## config.mk

```make
export PLATFORM = sky130hd
export DESIGN_NAME = pdps_port_pm
export DESIGN_NICKNAME = d
export VERILOG_FILES = /design/src/pkg/pdps_pkg.sv /design/src/pkg/pdps_data_if.sv /design/src/rtl/pdps_data_mem.sv /design/src/rtl/pdps_lane_ctl.sv /design/src/rtl/pdps_port_pm.sv
export SDC_FILE = /design/constraint.sdc
export NUM_CORES = 1
export LEC_CHECK = 0
export BUFFER_PORTS_ARGS = -buffer_cell sky130_fd_sc_hd__clkbuf_2
export CORE_ASPECT_RATIO = 0.5
export CORE_MARGIN = 2
export CORE_UTILIZATION = 46
export DETAILED_ROUTE_END_ITERATION = 8
export HOLD_SLACK_MARGIN = 0.05
export PLACE_DENSITY = 0.73
export RECOVER_POWER = 25
export REMOVE_ABC_BUFFERS = 1
export SLEW_MARGIN = 30
export SYNTH_ARGS = -nofsm -noshare
export SYNTH_HDL_FRONTEND = slang
export SYNTH_SLANG_ARGS = --single-unit
export TNS_END_PERCENT = 1
```

## constraint.sdc

```tcl
create_clock -name clk_sys -period 1.5 [get_ports clk_sys]
set_input_delay 0.45 -clock clk_sys [delete_from_list [all_inputs] [get_ports clk_sys]]
set_output_delay 0.45 -clock clk_sys [all_outputs]
set_load 0.1 [all_outputs]
```

## src/pkg/pdps_pkg.sv

```systemverilog
// Constants and types shared by the port power-state block
package pdps_pkg;
  localparam logic [7:0] PDPS_OFF_CAP_HDR = 8'h40;
  localparam logic [7:0] PDPS_OFF_PMCSR = 8'h44;
  localparam logic [7:0] PDPS_OFF_DEV_CAP = 8'h6c;
  localparam logic [7:0] PDPS_OFF_DEV_CTL = 8'h70;
  localparam logic [7:0] PDPS_OFF_COMMAND = 8'h04;
  localparam logic [7:0] PDPS_CAP_ID = 8'h01;
  localparam logic [7:0] PDPS_NEXT_PTR_RST = 8'h48;
  localparam logic [2:0] PDPS_VERSION_RST = 3'h3;
  localparam logic [4:0] PDPS_PME_SUPPORT = 5'h19;
  localparam logic [1:0] PDPS_PS_D0 = 2'h0;
  localparam logic [1:0] PDPS_PS_D3 = 2'h3;
  localparam int PDPS_PS_LSB = 0;
  localparam int PDPS_PME_EN_BIT = 8;
  localparam int PDPS_SEL_LSB = 9;
  localparam int PDPS_SCALE_LSB = 13;
  localparam int PDPS_PME_ST_BIT = 15;
  localparam int PDPS_DATA_LSB = 24;
  localparam int PDPS_CSPL_VAL_LSB = 18;
  localparam int PDPS_CSPL_SCL_LSB = 26;
  localparam logic [3:0] PDPS_SEL_D0_CONS = 4'h0;
  localparam logic [3:0] PDPS_SEL_D3_CONS = 4'h3;
  localparam logic [3:0] PDPS_SEL_D0_DISS = 4'h4;
  localparam logic [3:0] PDPS_SEL_D3_DISS = 4'h7;
  localparam logic [31:0] PDPS_ZERO32 = 32'h0000_0000;
  typedef enum logic [1:0] {
    PDPS_D0_UNINIT = 2'b00,
    PDPS_D0_ACTIVE = 2'b01,
    PDPS_D3_HOT = 2'b11
  } pdps_state_t;
  // Transaction kinds seen by the filter
  typedef enum logic [2:0] {
    PDPS_TLP_MEM = 3'b000,
    PDPS_TLP_IO = 3'b001,
    PDPS_TLP_CFG0 = 3'b010,
    PDPS_TLP_CFG1 = 3'b011,
    PDPS_TLP_CPL = 3'b100,
    PDPS_TLP_MSG = 3'b101
  } pdps_tlp_t;
  // Link power states reported by the link layer
  typedef enum logic [2:0] {
    PDPS_L0 = 3'b000,
    PDPS_L0S_TX = 3'b001,
    PDPS_L0S_RX = 3'b010,
    PDPS_L1 = 3'b011,
    PDPS_L23_RDY = 3'b100
  } pdps_link_t;
endpackage

```

## src/pkg/pdps_data_if.sv

```systemverilog
// Interface carrying the preloaded data/scale table lookup
`timescale 1ns/10ps
`default_nettype none
interface pdps_data_if;
  logic wrEn;
  logic [1:0] wrIdx;
  logic [9:0] wrVal;
  logic [1:0] rdIdx;
  logic [9:0] rdVal;
  modport owner (output wrEn, output wrIdx, output wrVal, output rdIdx, input rdVal);
  modport store (input wrEn, input wrIdx, input wrVal, input rdIdx, output rdVal);
endinterface
`default_nettype wire

```

## src/rtl/pdps_data_mem.sv

```systemverilog
// Four-entry data and scale store, registered read
`timescale 1ns/10ps
`default_nettype none
module pdps_data_mem
  import pdps_pkg::*;
(
  input wire logic clk_sys,
  input wire logic rst_n,
  pdps_data_if.store dIf
);
  logic [9:0] memQ [4];
  logic [9:0] rdQ;
  always_ff @(posedge clk_sys or negedge rst_n) begin
    if (!rst_n) begin
      for (int i = 0; i < 4; i++) begin
        memQ[i] <= 10'h000;
      end
    end else if (dIf.wrEn) begin
      memQ[dIf.wrIdx] <= dIf.wrVal;
    end
  end
  always_ff @(posedge clk_sys or negedge rst_n) begin
    if (!rst_n) begin
      rdQ <= 10'h000;
    end else begin
      rdQ <= memQ[dIf.rdIdx];
    end
  end
  assign dIf.rdVal = rdQ;
endmodule
`default_nettype wire

```

## src/rtl/pdps_lane_ctl.sv

```systemverilog
// Lane power-saving actions per link power state
`timescale 1ns/10ps
`default_nettype none
module pdps_lane_ctl
  import pdps_pkg::*;
(
  input wire logic clk_sys,
  input wire logic rst_n,
  input wire logic [2:0] linkState,
  output logic txHiZ,
  output logic txLowPwr,
  output logic rxLowPwr,
  output logic fcTimerHold
);
  always_ff @(posedge clk_sys or negedge rst_n) begin
    if (!rst_n) begin
      txHiZ <= 1'b0;
      txLowPwr <= 1'b0;
      rxLowPwr <= 1'b0;
      fcTimerHold <= 1'b0;
    end else begin
      txHiZ <= (linkState == PDPS_L0S_TX);
      rxLowPwr <= (linkState == PDPS_L0S_RX) || (linkState == PDPS_L1)
                  || (linkState == PDPS_L23_RDY);
      txLowPwr <= (linkState == PDPS_L1) || (linkState == PDPS_L23_RDY);
      fcTimerHold <= (linkState == PDPS_L1) || (linkState == PDPS_L23_RDY);
    end
  end
endmodule
`default_nettype wire

```

## src/rtl/pdps_port_pm.sv

```systemverilog
// Per-port device power state machine, transaction filter and PM registers
// Overview of operation
// - Writing D3hot encoding to power state field moves port from D0 to D3hot.
// - Writing D0 encoding in D3hot, upstream link in rx L0s and downstream link in L0s, returns to D0_uninitialized.
// - After power-up stay D0_uninitialized until EEPROM load and link training finish.
// - Setting bus master, memory or I/O enable enters D0_active.
// - In D3hot accept Type 0 config and messages; memory/IO get UR; completions pass.
// - Type 1 config to a D3hot port gets UR; Type 0 completes.
// - Upstream port in D3hot requests L1 link entry.
// - Link state operations in D3hot raise a power management event.
// - Tx L0s puts tx lanes high impedance; rx L0s puts rx lanes low power.
// - L1 and L2/L3 Ready put all lanes low power and suspend FC timers.
// - Capability header low byte reads the PM capability identifier.
// - Next capability pointer defaults to the MSI capability offset.
// - Version field defaults to PM revision 1.2 value.
// - PME clock reads zero; DSI, D1 and D2 support default zero.
// - PME support bits 31, 30 and 27 read one.
// - D1 or D2 writes complete but are discarded, state unchanged.
// - Status/control bit 8 enables PME generation.
// - Data select writable by EEPROM first, then by config writes unless auto-configured.
// - Data scale EEPROM-only, chosen among four by data select.
// - Data byte EEPROM-only, chosen by select; reads zero unprogrammed.
// - PME status reads one while generating PME; cleared at reset.
// - Captured slot power limit is value times scale of 1.0 to 0.001.
`timescale 1ns/10ps
`default_nettype none
module pdps_port_pm
  import pdps_pkg::*;
#(
  parameter logic IS_UPSTREAM = 1'b1
)
(
  input wire logic clk_sys,
  input wire logic rst_n,
  input wire logic cfgWr,
  input wire logic cfgRd,
  input wire logic [7:0] cfgAddr,
  input wire logic [3:0] cfgBe,
  input wire logic [31:0] cfgWrData,
  output logic [31:0] cfgRdData,
  input wire logic eepWr,
  input wire logic [7:0] eepAddr,
  input wire logic [31:0] eepWrData,
  input wire logic eepLoadDone,
  input wire logic linkTrainDone,
  input wire logic [2:0] linkState,
  input wire logic dnLinkL0s,
  input wire logic linkStateOp,
  input wire logic autoConfig,
  input wire logic tlpValid,
  input wire logic [2:0] tlpKind,
  output logic tlpAccept,
  output logic tlpUnsupported,
  output logic l1EntryReq,
  output logic pmeReq,
  output logic [1:0] devState,
  output logic txHiZ,
  output logic txLowPwr,
  output logic rxLowPwr,
  output logic fcTimerHold
);
  pdps_state_t stateQ, stateD;
  logic [2:0] cmdEnQ;
  logic pmeEnQ;
  logic pmeStQ;
  logic [3:0] selQ;
  logic selOpenQ;
  logic [7:0] csplValQ;
  logic [1:0] csplSclQ;
  logic [2:0] linkSyncQ;
  logic linkUp;
  logic bootDoneQ;
  pdps_data_if dIf ();

  // Decode the four valid select encodings onto a store index
  function automatic logic [1:0] selIdx(input logic [3:0] sel);
    logic [1:0] idx;
    idx = 2'h0;
    if (sel == PDPS_SEL_D3_CONS) begin
      idx = 2'h1;
    end else if (sel == PDPS_SEL_D0_DISS) begin
      idx = 2'h2;
    end else if (sel == PDPS_SEL_D3_DISS) begin
      idx = 2'h3;
    end
    return idx;
  endfunction

  function automatic logic selValid(input logic [3:0] sel);
    return (sel == PDPS_SEL_D0_CONS) || (sel == PDPS_SEL_D3_CONS)
           || (sel == PDPS_SEL_D0_DISS) || (sel == PDPS_SEL_D3_DISS);
  endfunction

  wire logic pmcsrWr = cfgWr && (cfgAddr == PDPS_OFF_PMCSR);
  wire logic cmdWr = cfgWr && (cfgAddr == PDPS_OFF_COMMAND) && cfgBe[0];
  wire logic eepPmcsr = eepWr && (eepAddr == PDPS_OFF_PMCSR);
  wire logic eepDevCap = eepWr && (eepAddr == PDPS_OFF_DEV_CAP);
  wire logic [1:0] psWrVal = cfgWrData[PDPS_PS_LSB +: 2];

  // Link training done comes from the PHY clock region; three-stage sync
  always_ff @(posedge clk_sys or negedge rst_n) begin
    if (!rst_n) begin
      linkSyncQ <= 3'h0;
    end else begin
      linkSyncQ <= {linkSyncQ[1:0], linkTrainDone};
    end
  end
  assign linkUp = linkSyncQ[2] && linkSyncQ[1];

  always_ff @(posedge clk_sys or negedge rst_n) begin
    if (!rst_n) begin
      bootDoneQ <= 1'b0;
    end else if (eepLoadDone && linkUp) begin
      bootDoneQ <= 1'b1;
    end
  end

  // Command register enables, one copy per instance
  always_ff @(posedge clk_sys or negedge rst_n) begin
    if (!rst_n) begin
      cmdEnQ <= 3'h0;
    end else if (stateQ == PDPS_D3_HOT && stateD == PDPS_D0_UNINIT) begin
      // Leaving D3hot acts as a soft reset, so software must enable again
      cmdEnQ <= 3'h0;
    end else if (cmdWr) begin
      cmdEnQ <= cfgWrData[2:0];
    end
  end

  always_comb begin
    stateD = stateQ;
    case (stateQ)
      PDPS_D0_UNINIT: begin
        if (pmcsrWr && cfgBe[0] && psWrVal == PDPS_PS_D3) begin
          stateD = PDPS_D3_HOT;
        end else if (bootDoneQ && (cmdEnQ != 3'h0)) begin
          stateD = PDPS_D0_ACTIVE;
        end
      end
      PDPS_D0_ACTIVE: begin
        if (pmcsrWr && cfgBe[0] && psWrVal == PDPS_PS_D3) begin
          stateD = PDPS_D3_HOT;
        end
      end
      PDPS_D3_HOT: begin
        // D1/D2 encodings fall through: write completes, state kept
        if (pmcsrWr && cfgBe[0] && psWrVal == PDPS_PS_D0
            && linkState == PDPS_L0S_RX && dnLinkL0s) begin
          stateD = PDPS_D0_UNINIT;
        end
      end
      default: begin
        stateD = PDPS_D0_UNINIT;
      end
    endcase
  end

  always_ff @(posedge clk_sys or negedge rst_n) begin
    if (!rst_n) begin
      stateQ <= PDPS_D0_UNINIT;
    end else begin
      stateQ <= stateD;
    end
  end
  assign devState = stateQ;

  // PME enable and status; a new event wins over a clear in the same cycle
  always_ff @(posedge clk_sys or negedge rst_n) begin
    if (!rst_n) begin
      pmeEnQ <= 1'b0;
    end else if (pmcsrWr && cfgBe[1]) begin
      pmeEnQ <= cfgWrData[PDPS_PME_EN_BIT];
    end
  end

  always_ff @(posedge clk_sys or negedge rst_n) begin
    if (!rst_n) begin
      pmeStQ <= 1'b0;
    end else if (stateQ == PDPS_D3_HOT && linkStateOp && pmeEnQ) begin
      pmeStQ <= 1'b1;
    end else if (pmcsrWr && cfgBe[1] && cfgWrData[PDPS_PME_ST_BIT]) begin
      pmeStQ <= 1'b0;
    end
  end
  assign pmeReq = pmeStQ;

  // Data select: EEPROM first, then PMCSR config writes with byte 1 enabled unless auto-configured
  always_ff @(posedge clk_sys or negedge rst_n) begin
    if (!rst_n) begin
      selQ <= 4'h0;
      selOpenQ <= 1'b0;
    end else if (eepPmcsr) begin
      selQ <= eepWrData[PDPS_SEL_LSB +: 4];
      selOpenQ <= 1'b1;
    end else if (pmcsrWr && selOpenQ && !autoConfig && cfgBe[1]) begin
      selQ <= cfgWrData[PDPS_SEL_LSB +: 4];
    end
  end

  // EEPROM loads scale and data for the entry that its own select names
  assign dIf.wrEn = eepPmcsr && selValid(eepWrData[PDPS_SEL_LSB +: 4]);
  assign dIf.wrIdx = selIdx(eepWrData[PDPS_SEL_LSB +: 4]);
  assign dIf.wrVal = {eepWrData[PDPS_SCALE_LSB +: 2], eepWrData[PDPS_DATA_LSB +: 8]};
  assign dIf.rdIdx = selIdx(selQ);

  pdps_data_mem uMem (
    .clk_sys(clk_sys),
    .rst_n(rst_n),
    .dIf(dIf)
  );

  // Captured slot power limit, loaded by EEPROM on the upstream port
  always_ff @(posedge clk_sys or negedge rst_n) begin
    if (!rst_n) begin
      csplValQ <= 8'h00;
      csplSclQ <= 2'h0;
    end else if (eepDevCap && IS_UPSTREAM) begin
      csplValQ <= eepWrData[PDPS_CSPL_VAL_LSB +: 8];
      csplSclQ <= eepWrData[PDPS_CSPL_SCL_LSB +: 2];
    end
  end

  // Read data registered; the table value read is the store's registered output, one cycle behind select
  logic [31:0] rdD;
  always_comb begin
    rdD = PDPS_ZERO32;
    if (cfgAddr == PDPS_OFF_CAP_HDR) begin
      rdD[7:0] = PDPS_CAP_ID;
      rdD[15:8] = PDPS_NEXT_PTR_RST;
      rdD[18:16] = PDPS_VERSION_RST;
      rdD[31:27] = PDPS_PME_SUPPORT;
    end else if (cfgAddr == PDPS_OFF_PMCSR) begin
      rdD[1:0] = (stateQ == PDPS_D3_HOT) ? PDPS_PS_D3 : PDPS_PS_D0;
      rdD[PDPS_PME_EN_BIT] = pmeEnQ;
      rdD[PDPS_SEL_LSB +: 4] = selQ;
      rdD[PDPS_PME_ST_BIT] = pmeStQ;
      if (selValid(selQ)) begin
        rdD[PDPS_SCALE_LSB +: 2] = dIf.rdVal[9:8];
        rdD[PDPS_DATA_LSB +: 8] = dIf.rdVal[7:0];
      end
    end else if (cfgAddr == PDPS_OFF_DEV_CAP) begin
      rdD[PDPS_CSPL_VAL_LSB +: 8] = csplValQ;
      rdD[PDPS_CSPL_SCL_LSB +: 2] = csplSclQ;
    end else if (cfgAddr == PDPS_OFF_COMMAND) begin
      rdD[2:0] = cmdEnQ;
    end
  end

  always_ff @(posedge clk_sys or negedge rst_n) begin
    if (!rst_n) begin
      cfgRdData <= PDPS_ZERO32;
    end else if (cfgRd) begin
      cfgRdData <= rdD;
    end
  end

  // Transaction filter: combinational handshake
  always_comb begin
    tlpAccept = tlpValid;
    tlpUnsupported = 1'b0;
    if (tlpValid && stateQ == PDPS_D3_HOT) begin
      if (tlpKind == PDPS_TLP_MEM || tlpKind == PDPS_TLP_IO
          || tlpKind == PDPS_TLP_CFG1) begin
        tlpAccept = 1'b0;
        tlpUnsupported = 1'b1;
      end
    end
  end

  always_ff @(posedge clk_sys or negedge rst_n) begin
    if (!rst_n) begin
      l1EntryReq <= 1'b0;
    end else begin
      l1EntryReq <= IS_UPSTREAM && (stateQ == PDPS_D3_HOT);
    end
  end

  pdps_lane_ctl uLane (
    .clk_sys(clk_sys),
    .rst_n(rst_n),
    .linkState(linkState),
    .txHiZ(txHiZ),
    .txLowPwr(txLowPwr),
    .rxLowPwr(rxLowPwr),
    .fcTimerHold(fcTimerHold)
  );
endmodule
`default_nettype wire

```

==> impl_metrics.csv, run 1 <==
group,metric,value,unit
setup_path,startpoint_type,"flop",
sta,fin_crit,1.76,ns
clock_tree,cts_root_buf,"clkbuf_16",
synth,ys_seq_elements,106,
sta,rsz0062_at_grt,"yes",
place,dp.cells,596,
setup_path,crit_slowest_cell,"dfrtp_1",
routing,routed_wl,9950,um
synth,yosysMostFrequentCell,"dfrtp_1",
sta,maxSlewHeadroom,36.1,%
clock_tree,htree_levels,3,
global_route,grt_start_max_net_pins,76,
floorplan,dieWidth,145,um
global_route,grt_usage,20.4,%
final_layout,final_util,68.1,%
sta,hold_viol,0,
final_layout,antenna_cells,0,
run,maxCapViolCount,0,
synth,seq_area_frac_synth,58.4,%
synth,ys_warn_count,0,
sta,finalSetupViolCount,35,
global_route,grt_pass1_wl,16300,um
routing,route.detailed.drc,0,
clock_tree,worstSkewPairLatency,0.35,ns
synth,yosys.area.top_type,"dfrtp_1",
setup_path,crit_fanout,2,
floorplan,die_h,74.3,um
sta,worst_slack,-0.264,ns
hold_path,hold_path_class,"in2async",
synth,async_flop_share,100,%
status,status,"complete, but fails checks",
setup_path,cp_slowest_stage_delay,0.36,ns
synth,synth_edf_count,0,
floorplan,fp.dieArea,0.0107,sq mm
synth,synth_area,0.00454,sq mm
global_route,gr-total-overflow,0,
final_layout,drive_gt1_share,50.3,%
final_layout,syn2layout_area_growth,42.5,%
setup_path,critical_path_class,"reg2out",
clock_tree,clock_sinks,106,
sta,fmax,0.567,GHz
place,portBuffers,100,
clock_tree,cts_buffers,9,
clock_tree,ctsHoldBuffers,0,
routing,drtIter0Drc,106,
routing,antenna_left,0,
floorplan,rows,25,
clock_tree,cts_tree,"done",
final_layout,design_area,0.00647,sq mm
sta,maxSlewViolCount,0,
final_layout,nets,573,
setup_path,cp_top_family,"simple AND/OR/NAND/NOR gates",
synth,ys.flop_type,"dfrtp_1",
power_and_ir_drop,pwr_density_cell,975,mW/mm^2
global_route,grt_pass1_vias,3318,
place,hpwl,7170,um
setup_path,cp.arrival,1.31,ns
floorplan,coreArea,0.00951,sq mm
global_route,antenna_found_initial,0,
status,violations,"negative setup slack",
synth,syn_avg_cell_area,13.7,sq um
setup_path,cp_num_buf_inv,1,
setup_path,required,1.05,ns
synth,synthTopCellsByCount,"dfrtp_1 (106), mux2_2 (51), nand2_1 (25)",
routing,vias,3169,
clock_tree,cts_max_path_buffers,2,
power_and_ir_drop,p_leak,3.15,nW
place,dpl_cell_area,0.00608,sq mm
routing,via_per_inst,5.18,
sta,finalClockSkew,0.00662,ns
setup_path,worstSetupEndpointType,"primary output",
floorplan,start_util,47.8,%
routing,firstDrtPassIters,4,
sta,worstMarginPinSlew,0.958,ns
place,gp_congestion,0.767,
synth,ys_types,49,
place,dp_slack,-0.516,ns
synth,netlist.area_leader.share,58.4,%
synth,netlist_instances,332,
power_and_ir_drop,irDropWorstVdd,0.624,mV
final_layout,instances_no_fill,612,
synth,synthTopCellsByArea,"dfrtp_1 (58%), mux2_2 (13%), mux4_2 (5.0%), nand2_1 (2.1%), mux2i_1 (2.0%)",
sta,fin_crit_sh,118,%
routing,wl_per_cell,16.3,um
clock_tree,clkSlewWorstSetupHoldPaths,0.07,ns
setup_path,path_cells,"nand2_2 > nor3_2 > and2_4 > buf_12",
floorplan,io_pins,143,
power by group:
part,internal [W],switching (W)
combinational,0.000293,0.000475
clock,0.00153,0.00105
sequential,0.00291,0.0000465
worst paths after layout:
check / from / depth (start not counted) / end / slack [ns]
max: devState[0] / 4 / tlpUnsupported / -0.26
min: rst_n / 2 / cfgRdData[29] / 0.13
max reg2reg: selQ[0] / 5 / uMem.dIf.rdVal[7] / 0.07
min reg2reg: linkSyncQ[0] / 0 / linkSyncQ[1] / 0.37
max in group asynchronous: rst_n / 2 / cfgRdData[18] / 0.49
min in group clk_sys: linkTrainDone / 1 / linkSyncQ[0] / 0.21
cell type report:
class | instances | area, sq um
sequential | 106 | 2660
tap | 135 | 169
clock inverter | 6 | 97.6
clock buffer | 10 | 239
fill | 667 | 3040
inverter | 6 | 22.5
timing repair buffer | 141 | 1450
multi-input combinational | 208 | 1850
registers in the layout (all words and copies together) (netlist names), 2 cells and up:
register	count
devState	2
csplSclQ	2
cmdEnQ	3
uMem.dIf.rdVal	10
linkSyncQ	3
selQ	4
uMem.memQ	40
cfgRdData	26
csplValQ	8
what timing repair did:
item	in CTS	in global routing
resized for setup	13	5
endpoints found under the setup margin	49	72
endpoints found under the hold margin	0	0
buffers inserted	0	0
pin swaps	3	1
layer usage:
layer | GRT usage (%) | routed length (um) | vias to the layer above
met5 | 0 | 0 | -
met4 | 8.52 | 236 | 0
met3 | 4.96 | 469 | 23
met2 | 37.3 | 5200 | 83
met1 | 23.7 | 4050 | 1579
li1 | - | - | 1484
cell families after synthesis:
group | share of synthesized area, %
DFF | 58.4
xor gates and xnor gates | 0.386
muxes | 19.6
other | 0.0826
and+or+nand+nor | 12.5
AOI/OAI and AO/OA | 6.45
buffers and inverters | 2.59
cells in the final DEF, fill, tap and decap left out, types with 6 or more instances in the layout:
master / synthesis / final
mux2i_1: 9 / 9
o2bb2ai_1: 10 / 10
clkbuf_2: 0 / 62
a22o_1: 7 / 7
clkbuf_16: 0 / 9
nor2_1: 17 / 17
o21ai_0: 6 / 6
a21oi_1: 8 / 8
mux4_2: 10 / 10
nand2_1: 25 / 24
mux2_4: 0 / 8
buf_12: 0 / 43
inv_1: 6 / 6
dfrtp_1: 106 / 104
buf_4: 8 / 33
mux2_2: 51 / 43
through the flow:
step / total power (W) / TNS, ns / hold WS [ns]
after detailed placement: 0.00378 / -27.65 / 0.362
after global placement: 0.00376 / -25.82 / 0.336
after global routing: 0.00654 / -3.23 / 0.166
after CTS: 0.00637 / -1.98 / 0.125
final: 0.00631 / -2.00 / 0.132
after floorplan: 0.00336 / -22.81 / 0.154
No activity file was read; power rests on OpenSTA's default activity.
==> inputs of run 2 (changes only) <==
--- a/config.mk
+++ b/config.mk
@@ -14,6 +14,7 @@
 export PLACE_DENSITY = 0.73
 export RECOVER_POWER = 25
 export REMOVE_ABC_BUFFERS = 1
+export SKIP_CTS_REPAIR_TIMING = 1
 export SLEW_MARGIN = 30
 export SYNTH_ARGS = -nofsm -noshare
 export SYNTH_HDL_FRONTEND = slang
==> run 2 against run 1 <==
Effect of this change: the run still ends with negative setup slack left; combinational power about the same; non-clock buffer count stayed put; count of clock-buffer cells in the layout is the same; critical path depth unchanged; worst hold slack hardly changed; cell count is the same; flip-flop and latch count stayed put; utilization is the same; fmax about the same; clock skew is essentially flat; die area is the same; critical path type unchanged; largest cell class unchanged; highest routed layer unchanged.
==> impl_metrics.csv, run 2 (synthesis gave the netlist of run 1 again) <==
group,metric,value,unit
power_and_ir_drop,irDropWorstVdd,0.622,mV
clock_tree,clock_sinks,106,
final_layout,regMostFlops,"uMem.memQ",
place,portBuffers,100,
final_layout,seqCellArea,0.00266,sq mm
power_and_ir_drop,pwr_density_cell,974,mW/mm^2
sta,worstMarginPinSlew,0.963,ns
global_route,busiest_layer,"met2",
floorplan,rows,25,
setup_path,required,1.05,ns
setup_path,cp_num_buf_inv,1,
setup_path,startpoint_type,"flop",
final_layout,drive_gt1_share,50.3,%
setup_path,worstSetupEndpointType,"primary output",
sta,fin_crit,1.76,ns
clock_tree,clkSlewWorstSetupHoldPaths,0.07,ns
setup_path,r2r_cells,5,
place,hpwl,7170,um
setup_path,cp.arrival,1.31,ns
routing,antenna_left,0,
global_route,gr-total-overflow,0,
routing,via_per_inst,5.13,
power_and_ir_drop,p_leak,3.15,nW
global_route,grt_start_max_net_pins,76,
floorplan,io_pins,143,
routing,drtIter0Drc,106,
sta,hold_viol,0,
global_route,grt_pass1_wl,16200,um
setup_path,crit_fanout,2,
floorplan,coreArea,0.00951,sq mm
setup_path,cp_top_family,"simple AND/OR/NAND/NOR gates",
status,status,"complete, but fails checks",
clock_tree,worstSkewPairLatency,0.35,ns
routing,routed_wl,9890,um
floorplan,start_util,47.8,%
sta,fin_tns_setup,-2.17,ns
sta,fin_crit_sh,117,%
final_layout,largest_reg_flops,40,
global_route,met3_usage,4.89,%
global_route,met1_usage,23.4,%
final_layout,final_cell_mix,"dfrtp_1 (104), clkbuf_2 (62), mux2_2 (43), buf_12 (43), buf_4 (33)",
final_layout,multi_input_area,0.00185,sq mm
place,gp_congestion,0.767,
final_layout,syn2layout_area_growth,42.5,%
clock_tree,htree_levels,3,
routing,route.detailed.drc,0,
final_layout,nFillCells,667,
global_route,grt_pass1_vias,3291,
clock_tree,cts_max_path_buffers,2,
setup_path,r2r_slack,0.07,ns
floorplan,die_h,74.3,um
global_route,grtUsageMet2,37.2,%
setup_path,timing.rr.end,"uMem.dIf.rdVal[7]",
setup_path,path_cells,"nand2_2 > nor3_2 > and2_4 > buf_12",
floorplan,fp.dieArea,0.0107,sq mm
setup_path,reg2reg_from,"selQ[0]",
sta,finalClockSkew,0.00631,ns
routing,vias,3138,
sta,maxSlewViolCount,0,
final_layout,nets,573,
clock_tree,cts_root_buf,"clkbuf_16",
floorplan,dieWidth,145,um
sta,finalSetupViolCount,39,
sta,rsz0062_at_grt,"yes",
sta,maxSlewHeadroom,35.8,%
setup_path,cp_slowest_stage_delay,0.36,ns
final_layout,mostFrequentLayoutCell,"dfrtp_1",
status,violations,"negative setup slack",
routing,wl_per_cell,16.2,um
run,maxCapViolCount,0,
hold_path,hold_path_class,"in2async",
final_layout,antenna_cells,0,
power_and_ir_drop,p_total,0.00631,W
sta,worst_slack,-0.262,ns
global_route,antenna_found_initial,0,
clock_tree,cts_tree,"done",
clock_tree,cts_buffers,9,
setup_path,critical_path_class,"reg2out",
setup_path,crit_slowest_cell,"dfrtp_1",
routing,firstDrtPassIters,4,
sta,fmax,0.567,GHz
global_route,grt_usage,20.2,%
run 2: cell counts in the layout (fill, tap and decap cells not counted):
No cell type changed its count.
run 2: final cells by class:
| type | instances | area share (%) |
|---|---|---|
| well taps | 135 | 2.61 |
| multi-input cells | 208 | 28.5 |
| flip-flops and latches | 106 | 41.0 |
| clock buffers | 10 | 3.69 |
| clock inverters | 6 | 1.51 |
| inverters | 6 | 0.348 |
| repair buffers | 141 | 22.3 |
run 2: worst max path at each step:
stage | startpoint | endpoint | depth (start not counted)
after floorplan | devState[0] | tlpAccept | 3
after global placement | eepAddr[4] | csplValQ[2] | 6
after detailed placement | eepAddr[4] | csplValQ[2] | 6
after CTS | devState[1] | tlpUnsupported | 4
after global routing | devState[0] | tlpUnsupported | 4
final | devState[0] | tlpUnsupported | 4
run 2: stage by stage:
stage / worst slack [ns] / instance area (sq um) / utilization, % / cells / hold WS [ns]
3_5_place_dp: -0.516 / 6080 / 64.0 / 596 / 0.362
4_1_cts: -0.371 / 6420 / 67.5 / 612 / 0.125
5_1_grt: -0.319 / 6470 / 68.1 / 612 / 0.166
6_report: -0.262 / 6470 / 68.1 / 612 / 0.132
2_1_floorplan: -1.35 / 4460 / - / 320 / 0.154
3_3_place_gp: -0.497 / 6080 / 64.0 / 596 / 0.336
run 2: power breakdown:
part | total (W) | switching, W | internal [W]
clock network | 0.00258 | 0.00105 | 0.00153
registers | 0.00296 | 0.0000466 | 0.00292
logic | 0.000769 | 0.000475 | 0.000293
run 2: per-layer routing:
| metal | vias to the layer above | wire [um] | share of wire, % |
|---|---|---|---|
| li1 | 1482 | - | - |
| met1 | 1580 | 4070 | 41 |
| met2 | 62 | 5270 | 53 |
| met3 | 14 | 401 | 4.1 |
| met4 | 0 | 148 | 1.5 |
| met5 | - | 0 | 0 |
